[src/inc/estop_trip_pkg.sv]
// Constants, register map and state layout for the emergency-stop and trip terminal block.
package estop_trip_pkg;
  localparam int NUM_IN = 8;
  localparam int NUM_OC = 5;
  localparam int NUM_OUT_FUNCS = 51;
  localparam int NUM_RELAY_FUNCS = 43;
  localparam logic [13:0] THRESH_MAX = 14'd9999;
  localparam logic [13:0] THRESH_RESET = 14'd3000;
  localparam logic [7:0] FUNC_FAULT_RESET = 8'h12;
  localparam logic [7:0] FUNC_ESTOP = 8'h40;
  localparam logic [7:0] FUNC_JOG = 8'h06;
  localparam logic [7:0] FUNC_NONE = 8'hff;
  localparam int TERM_RESET_IDX = 0;
  localparam int TERM_ESTOP_IDX = 2;
  localparam logic [5:0] OUT_FUNC_ALARM = 6'h05;
  localparam logic [7:0] TRIP_CODE_ESTOP = 8'h25;
  localparam logic [7:0] TRIP_CODE_THERMAL = 8'h01;
  localparam logic [3:0] ALARM_CODE_ESTOP = 4'h1;
  localparam logic [3:0] ALARM_CODE_THERMAL = 4'h2;
  localparam logic [7:0] ADDR_CTRL = 8'h00;
  localparam logic [7:0] ADDR_STATUS = 8'h04;
  localparam logic [7:0] ADDR_IRQ_STATUS = 8'h08;
  localparam logic [7:0] ADDR_IRQ_MASK = 8'h0c;
  localparam logic [7:0] ADDR_THRESH = 8'h10;
  localparam logic [7:0] ADDR_RELAY_FUNC = 8'h14;
  localparam logic [7:0] ADDR_LEVELS = 8'h18;
  localparam logic [7:0] ADDR_IN_FUNC = 8'h20;
  localparam logic [7:0] ADDR_OUT_FUNC = 8'h40;
  localparam int CTRL_ALARM_EN = 0;
  localparam int CTRL_ALARM_WIDE = 1;
  localparam int IRQ_ESTOP = 0;
  localparam int IRQ_THERMAL = 1;
  localparam int IRQ_REFUSED = 2;

  typedef struct packed {
    logic [7:0] term_meta;
    logic [7:0] term_sync;
    logic sw_meta;
    logic sw_sync;
    logic en_prev;
    logic [7:0][7:0] in_func;
    logic [4:0][5:0] out_func;
    logic [5:0] relay_func;
    logic [13:0] threshold;
    logic [1:0] ctrl;
    logic estop_trip;
    logic thermal_trip;
    logic gate_block;
    logic [4:0] oc_out;
    logic relay_out;
    logic [2:0] irq_status;
    logic [2:0] irq_mask;
    logic served;
    logic [31:0] readdata;
  } state_s;
endpackage : estop_trip_pkg

[src/core/estop_trip_terminal.sv]
// Emergency-stop path, trip latches, terminal function assignment and register slave.
`timescale 1ns/1ps
module estop_trip_terminal
(
  input wire logic clk,
  input wire logic rst,
  input wire logic [7:0] terminal_in,
  input wire logic estop_enable_switch,
  input wire logic [13:0] thermistor_ohms,
  input wire logic operator_clear,
  input wire logic [50:0] status_functions,
  input wire logic [3:0] drive_alarm_code,
  input wire logic [7:0] address,
  input wire logic read,
  input wire logic write,
  input wire logic [31:0] writedata,
  output logic [31:0] readdata,
  output logic waitrequest,
  output logic gate_block,
  output logic fault_reset,
  output logic [4:0] oc_out,
  output logic relay_out,
  output logic [7:0] trip_code,
  output logic irq
);

  estop_trip_pkg::state_s s;
  estop_trip_pkg::state_s next_s;

  function automatic logic reset_held_elsewhere(input logic [7:0][7:0] f);
    logic hit;
    hit = 1'b0;
    for (int i = 0; i < estop_trip_pkg::NUM_IN; i++)
    begin
      if (i != estop_trip_pkg::TERM_RESET_IDX && f[i] == estop_trip_pkg::FUNC_FAULT_RESET)
      begin
        hit = 1'b1;
      end
    end
    return hit;
  endfunction : reset_held_elsewhere

  function automatic logic in_window(input logic [7:0] a, input logic [7:0] base, input int n);
    return (a >= base) && (a < base + 8'(4 * n)) && (a[1:0] == 2'b00);
  endfunction : in_window

  logic en;
  logic estop_now;
  logic reset_term1;
  logic reset_any;
  logic therm_hit;
  logic [50:0] funcs;
  logic [3:0] alarm_code;
  logic [2:0] events;
  logic req;
  logic take;
  logic refused;
  logic [31:0] rd;
  logic [2:0] in_idx;
  logic [2:0] out_idx;

  // The switch is synchronised and reads off after reset, so the stop path starts disabled.
  assign en = s.sw_sync;
  // Terminal 3 reads open for a missing wire or a cut cable too, so all of them trip.
  assign estop_now = en && !s.term_sync[estop_trip_pkg::TERM_ESTOP_IDX];
  assign reset_term1 = en && s.term_sync[estop_trip_pkg::TERM_RESET_IDX];
  assign therm_hit = thermistor_ohms >= s.threshold;
  // Every access gets one wait state, so read data always come from a register.
  assign req = read || write;
  assign take = req && s.served;
  assign waitrequest = req && !s.served;
  assign in_idx = 3'((address - estop_trip_pkg::ADDR_IN_FUNC) >> 2);
  assign out_idx = 3'((address - estop_trip_pkg::ADDR_OUT_FUNC) >> 2);

  always_comb
  begin
    reset_any = reset_term1;
    for (int i = 0; i < estop_trip_pkg::NUM_IN; i++)
    begin
      if (s.in_func[i] == estop_trip_pkg::FUNC_FAULT_RESET && s.term_sync[i])
      begin
        reset_any = 1'b1;
      end
    end
    funcs = status_functions;
    funcs[estop_trip_pkg::OUT_FUNC_ALARM] = status_functions[estop_trip_pkg::OUT_FUNC_ALARM]
      || s.estop_trip || s.thermal_trip;
    if (s.estop_trip)
    begin
      alarm_code = estop_trip_pkg::ALARM_CODE_ESTOP;
    end
    else if (s.thermal_trip)
    begin
      alarm_code = estop_trip_pkg::ALARM_CODE_THERMAL;
    end
    else
    begin
      alarm_code = drive_alarm_code;
    end
  end

  always_comb
  begin
    rd = 32'h0000_0000;
    case (address)
      estop_trip_pkg::ADDR_CTRL: rd[1:0] = s.ctrl;
      estop_trip_pkg::ADDR_STATUS: rd = {16'h0000, trip_code, 3'h0, s.gate_block, estop_now, en,
        s.thermal_trip, s.estop_trip};
      estop_trip_pkg::ADDR_IRQ_STATUS: rd[2:0] = s.irq_status;
      estop_trip_pkg::ADDR_IRQ_MASK: rd[2:0] = s.irq_mask;
      estop_trip_pkg::ADDR_THRESH: rd[13:0] = s.threshold;
      estop_trip_pkg::ADDR_RELAY_FUNC: rd[5:0] = s.relay_func;
      estop_trip_pkg::ADDR_LEVELS: rd[13:0] = {s.relay_out, s.oc_out, s.term_sync};
      default:
      begin
        if (in_window(address, estop_trip_pkg::ADDR_IN_FUNC, estop_trip_pkg::NUM_IN))
        begin
          rd[7:0] = s.in_func[in_idx];
        end
        else if (in_window(address, estop_trip_pkg::ADDR_OUT_FUNC, estop_trip_pkg::NUM_OC))
        begin
          rd[5:0] = s.out_func[out_idx];
        end
      end
    endcase
  end

  always_comb
  begin
    next_s = s;
    refused = 1'b0;
    next_s.term_meta = terminal_in;
    next_s.term_sync = s.term_meta;
    next_s.sw_meta = estop_enable_switch;
    next_s.sw_sync = s.sw_meta;
    next_s.en_prev = en;
    next_s.served = req && !s.served;
    if (req && !s.served)
    begin
      next_s.readdata = rd;
    end
    if (take && write)
    begin
      if (address == estop_trip_pkg::ADDR_CTRL)
      begin
        next_s.ctrl = writedata[1:0];
      end
      else if (address == estop_trip_pkg::ADDR_IRQ_MASK)
      begin
        next_s.irq_mask = writedata[2:0];
      end
      else if (address == estop_trip_pkg::ADDR_THRESH)
      begin
        if (writedata[31:0] <= 32'(estop_trip_pkg::THRESH_MAX))
        begin
          next_s.threshold = writedata[13:0];
        end
        else
        begin
          refused = 1'b1;
        end
      end
      else if (address == estop_trip_pkg::ADDR_RELAY_FUNC)
      begin
        if (writedata < 32'(estop_trip_pkg::NUM_RELAY_FUNCS))
        begin
          next_s.relay_func = writedata[5:0];
        end
        else
        begin
          refused = 1'b1;
        end
      end
      else if (in_window(address, estop_trip_pkg::ADDR_IN_FUNC, estop_trip_pkg::NUM_IN))
      begin
        // The stop function is placed only by the switch, never by software.
        if ((en && (in_idx == 3'(estop_trip_pkg::TERM_RESET_IDX)
            || in_idx == 3'(estop_trip_pkg::TERM_ESTOP_IDX)))
            || writedata[7:0] == estop_trip_pkg::FUNC_ESTOP)
        begin
          refused = 1'b1;
        end
        else
        begin
          next_s.in_func[in_idx] = writedata[7:0];
        end
      end
      else if (in_window(address, estop_trip_pkg::ADDR_OUT_FUNC, estop_trip_pkg::NUM_OC))
      begin
        if (writedata < 32'(estop_trip_pkg::NUM_OUT_FUNCS))
        begin
          next_s.out_func[out_idx] = writedata[5:0];
        end
        else
        begin
          refused = 1'b1;
        end
      end
    end
    if (en && !s.en_prev)
    begin
      for (int i = 0; i < estop_trip_pkg::NUM_IN; i++)
      begin
        if (next_s.in_func[i] == estop_trip_pkg::FUNC_FAULT_RESET)
        begin
          next_s.in_func[i] = estop_trip_pkg::FUNC_NONE;
        end
      end
      next_s.in_func[estop_trip_pkg::TERM_RESET_IDX] = estop_trip_pkg::FUNC_FAULT_RESET;
      next_s.in_func[estop_trip_pkg::TERM_ESTOP_IDX] = estop_trip_pkg::FUNC_ESTOP;
    end
    else if (!en && s.en_prev)
    begin
      // Terminal 1 keeps the reset function; terminal 3 is left with nothing assigned.
      next_s.in_func[estop_trip_pkg::TERM_ESTOP_IDX] = estop_trip_pkg::FUNC_NONE;
    end
    // Setting wins over clearing, so a stop that is still open keeps the trip in place.
    if (estop_now)
    begin
      next_s.estop_trip = 1'b1;
    end
    else if (reset_term1 || !en)
    begin
      next_s.estop_trip = 1'b0;
    end
    if (therm_hit)
    begin
      next_s.thermal_trip = 1'b1;
    end
    else if (reset_any || (operator_clear && !s.estop_trip))
    begin
      next_s.thermal_trip = 1'b0;
    end
    next_s.gate_block = estop_now || next_s.estop_trip || next_s.thermal_trip;
    for (int k = 0; k < estop_trip_pkg::NUM_OC; k++)
    begin
      next_s.oc_out[k] = funcs[s.out_func[k]];
    end
    if (s.ctrl[estop_trip_pkg::CTRL_ALARM_EN])
    begin
      next_s.oc_out[2:0] = alarm_code[2:0];
      if (s.ctrl[estop_trip_pkg::CTRL_ALARM_WIDE])
      begin
        next_s.oc_out[3] = alarm_code[3];
      end
    end
    next_s.relay_out = funcs[s.relay_func];
    events = 3'b000;
    events[estop_trip_pkg::IRQ_ESTOP] = next_s.estop_trip && !s.estop_trip;
    events[estop_trip_pkg::IRQ_THERMAL] = next_s.thermal_trip && !s.thermal_trip;
    events[estop_trip_pkg::IRQ_REFUSED] = refused;
    // Only bits that the read returned are cleared, so a fresh event is never lost.
    next_s.irq_status = s.irq_status | events;
    if (take && read && address == estop_trip_pkg::ADDR_IRQ_STATUS)
    begin
      next_s.irq_status = (s.irq_status & ~s.readdata[2:0]) | events;
    end
  end

  always_ff @(posedge clk)
  begin
    if (rst)
    begin
      s <= '0;
      s.in_func <= {8{estop_trip_pkg::FUNC_NONE}};
      s.in_func[estop_trip_pkg::TERM_RESET_IDX] <= estop_trip_pkg::FUNC_FAULT_RESET;
      s.in_func[estop_trip_pkg::TERM_ESTOP_IDX] <= estop_trip_pkg::FUNC_JOG;
      s.out_func <= {6'h04, 6'h03, 6'h02, 6'h01, 6'h00};
      s.relay_func <= estop_trip_pkg::OUT_FUNC_ALARM;
      s.threshold <= estop_trip_pkg::THRESH_RESET;
      s.term_sync <= 8'hff;
      s.term_meta <= 8'hff;
    end
    else
    begin
      s <= next_s;
    end
  end

  assign readdata = s.readdata;
  assign gate_block = s.gate_block;
  assign fault_reset = reset_any;
  assign oc_out = s.oc_out;
  assign relay_out = s.relay_out;
  // Stop outranks thermal, so the code shown is the cause that must be cleared first.
  assign trip_code = s.estop_trip ? estop_trip_pkg::TRIP_CODE_ESTOP :
    (s.thermal_trip ? estop_trip_pkg::TRIP_CODE_THERMAL : 8'h00);
  assign irq = |(s.irq_status & s.irq_mask);
endmodule : estop_trip_terminal

[config.mk]
export PLATFORM = sky130hd
export DESIGN_NAME = estop_trip_terminal
export DESIGN_NICKNAME = d
export VERILOG_FILES = /design/src/inc/estop_trip_pkg.sv /design/src/core/estop_trip_terminal.sv
export SDC_FILE = /design/constraint.sdc
export NUM_CORES = 1
export LEC_CHECK = 0
export BUFFER_PORTS_ARGS = -buffer_cell sky130_fd_sc_hd__buf_2
export CAP_MARGIN = 20
export CELL_PAD_IN_SITES_DETAIL_PLACEMENT = 1
export CELL_PAD_IN_SITES_GLOBAL_PLACEMENT = 2
export CORE_AREA = 2 2 198 200
export DETAILED_ROUTE_END_ITERATION = 8
export DIE_AREA = 0 0 200 202
export PLACE_DENSITY_LB_ADDON = 0.1
export SLEW_MARGIN = 20
export SYNTH_ARGS = -nofsm -noshare
export SYNTH_HDL_FRONTEND = slang
export SYNTH_SLANG_ARGS = --single-unit
[constraint.sdc]
create_clock -name clk -period 2.8 [get_ports clk]
set_input_delay 0.42 -clock clk [delete_from_list [all_inputs] [get_ports clk]]
set_output_delay 0.42 -clock clk [all_outputs]
set_load 0.01 [all_outputs]
==> summary.md <==
| Metric | Value |
|---|---|
| Final hold viol count | `0` |
| Synth Area per Inst | `9.39 µm²` |
| IO Port Bufs | `149` |
| Yosys synthesis warning count | `0` |
| Initial DRC Count | `681` |
| Post-synthesis sequential area ratio | `between 20% and 30%` |
| Hold Crit Class | `in -> reg` |
| Max-cap viol count | `0` |
| CTS max path bufs | `2` |
| Clock root buffer | `clkbuf_16` |
| Top_reg_cell synth | `dfxtp_1` |
| Flops & latches, synth | `165` |
| Post-synthesis instance total | `1,205` |
| Worst setup SP type | `flip-flop` |
| Total power density per cell area | `433 nW/µm²` |
| Top post-synthesis cells by area | `dfxtp_1 29%, mux4_2 17%, mux2i_1 7.0%, nor2_1 3.4%, buf_4 3.1%` |
| Total GRT Usage | `24.7%` |
| R2r setup slk | `about 0.33 ns` |
| Fmax | `368 MHz` |
| Unrepaired setup endpoints after global routing | `no` |
| Worst IR Drop VDD | `0.000410 V` |
| CTS tree | `built` |
| EDFF count, synth | `0` |
| R2R Path Start | `s[82]` |
| Mapped Area | `roughly 11,000 µm²` |
| ANT cells | `0` |
| Reg2reg path depth | `6` |
| H-tree Lvls | `4` |
| Fin util | `between 30% and 40%` |
| Clock Skew | `0.0229 ns` |
| Layout Area Growth over Synthesis | `18.0%` |
| Leak | `5.16 nW` |
| R2r endpoint | `oc_out[2]` |
| Initial antenna violation count | `0` |
| Largest net degree at the start of global routing | `52` |
| Status | `completed` |
| Netlist cell types | `between 70 and 80` |
| Max Slew Vio Count | `0` |
| Slew @ Worst Pin | `0.966 ns` |
| Min Tclk post-route | `between 2 and 3 ns` |
| Grt total ovfl | `0` |
| Top Ports | `roughly 170` |
| Vias in the first global route | `10,717` |
| Clk Latency, worst-skew pair | `between 0.4 and 0.5 ns` |
| DR DRC count | `0` |
| Vias | `10,465` |
| WP data arrival | `approximately 2.3 ns` |
| Area leader, netlist | `dfxtp_1` |
| Die H | `just over 200 µm` |
| CP startpoint | `s[162]` |
| Dpl hpwl | `37,700 µm` |
| Pre-antenna DRT Iters | `5` |
| Top cells by instance count after synthesis | `165 x dfxtp_1, 104 x nor2_1, 86 x mux4_2, 79 x mux2i_1, 64 x nand2_1` |
| Period utilisation layout | `a little over nine tenths` |
| Num CTS Buffers | `17` |
| Routed vias/inst | `5.60` |
| Sum Neg Setup Slack | `0 ns` |
| Routed Antenna Nets | `0` |
| Fill cell count | `4,435` |
| Clk slew on worst S/H paths | `0.07 ns` |
| Layout cells sized above 1 | `30.3%` |
| Crit path kind | `reg -> out` |
| Share of Yosys cell area claimed by the top area cell type | `29.2%` |
| Crit path capture type | `primary output` |
| Final setup vio count | `0` |
| First-pass GRT wire length | `72,600 µm` |
| Initial Util | `29.6%` |
| Hold_buf cts | `0` |
| Core box area | `38,300 µm²` |
| CP max FO | `3` |
| Drt total wl | `49,000 µm` |
| WL per Instance | `26.2 µm` |
| Global placement routability congestion | `around 0.85` |
| Setup crit end | `fault_reset` |
| FFs w/ async S/R, synth | `0%` |
| Rows | `between 70 and 80` |
| Max-Slew Margin vs Limit | `35.5%` |
| CP required | `approximately 2.4 ns` |
| Final net count | `1,475` |
| Most common cell in the netlist | `dfxtp_1` |
| Die area | `40,400 µm²` |
| CTS Sinks | `approximately 170` |
| Die Span X | `200 µm` |
[worst max-delay path, stage by stage, from the launching register on]
cell       delay (ns)
dfxtp_1          0.33
or4b_4           0.54
or4_4            0.54
o2111ai_4        0.14
or2_2            0.16
buf_2            0.12
[timing repair]
| item | 4_1_cts | 5_1_grt |
|---|---|---|
| endpoints found under the setup margin | 1 | 1 |
| gates resized for setup | 1 | 3 |
| buffers inserted | 0 | 0 |
[how the worst min path moves through the flow]
stage | slack (ns) | start | depth (start not counted) | endpoint
2_1_floorplan | 0.39 | next_s[167] | 1 | s[167]
3_3_place_gp | 0.39 | next_s[169] | 1 | s[169]
3_5_place_dp | 0.40 | next_s[172] | 1 | s[172]
4_1_cts | 0.12 | terminal_in[5] | 2 | next_s[172]
5_1_grt | 0.13 | terminal_in[5] | 2 | next_s[172]
6_report | 0.13 | terminal_in[5] | 2 | next_s[172]
[cells in the final DEF (no fill, tap or decap), types with 7 or more instances in the layout]
cell       Yosys  layout
a221o_1        8       8
a211o_1       22      22
buf_4         46      81
nand3_1       42      42
a2bb2oi_1     16      16
o211ai_1       9       9
mux4_2        86      86
buf_2         31     148
nor3_1        40      40
o22ai_1        8       8
o21bai_1       8       8
a21oi_1       55      55
nand3b_1      18      18
nand2_1       64      64
a21o_1         8       8
mux2i_1       79      79
nand2b_1      13      13
a31oi_1       14      14
o21ai_0       32      32
a211oi_1      11      11
or3_1          7       7
inv_1         38      38
dfxtp_1      165     165
nor4_1        21      21
nor2b_1       33      33
clkbuf_16      0      17
or2_2         19      19
nor3b_1        9       9
nor4b_1       10      10
conb_1         1      23
mux2_2        10      10
ha_1          14      14
nor2_1       104     104
nand4_1       11      11
[where the power goes]
| group | switching (mW) | internal, mW | leakage, nW |
|---|---|---|---|
| clock network | 1.06 | 1.50 | 0.295 |
| registers | 0.0371 | 2.38 | 1.34 |
| logic | 0.472 | 0.324 | 3.52 |
[area by class of cell]
class                           instances  area [µm²]  area share, %
Clock buffer                           22         484           3.63
Tap cell                              518         648           4.85
Inverter                               38         143           1.07
Clock inverter                         10         146           1.10
Sequential cell                       165        3300           24.7
Timing Repair Buffer                  235        1470           11.0
Multi-Input combinational cell        881        7160           53.6
[cell families after synthesis]
| kind of cell | share of synthesized area [%] |
|---|---|
| DFF | 29.2 |
| buffers and inverters | 8.50 |
| adders and majority gates | 1.55 |
| other | 0.0331 |
| AOI/OAI and AO/OA | 14.6 |
| and+or+nand+nor | 21.0 |
| muxes | 25.1 |
[per-layer routing]
metal / vias up / part of all wire (%) / GRT usage, %
met5: - / 0 / 0
li1: 4756 / - / -
met2: 323 / 47 / 40.7
met4: 0 / 3.2 / 8.31
met1: 5306 / 45 / 32.7
met3: 80 / 4.7 / 4.10
[stage by stage]
step           total power, mW  instances  worst slack, ns  cell area (µm²)  hold WS (ns)
2_1_floorplan             2.91       1227            0.651            11400         0.389
3_3_place_gp              3.27       1837            0.197            12700         0.393
3_5_place_dp              3.27       1837            0.212            12700         0.397
4_1_cts                   5.84       1869           0.0132            13300         0.124
5_1_grt                   6.01       1869          0.00428            13400         0.131
6_report                  5.78       1869           0.0818            13400         0.133
[state kept, by name, indices dropped and copies added, names as in the netlist]
| name | count |
|---|---|
| relay_out | 1 |
| en | 1 |
| next_s | 9 |
| readdata | 14 |
| oc_out | 5 |
| s | 134 |
| gate_block | 1 |
Note: power is estimated with default switching activity, not from simulation.
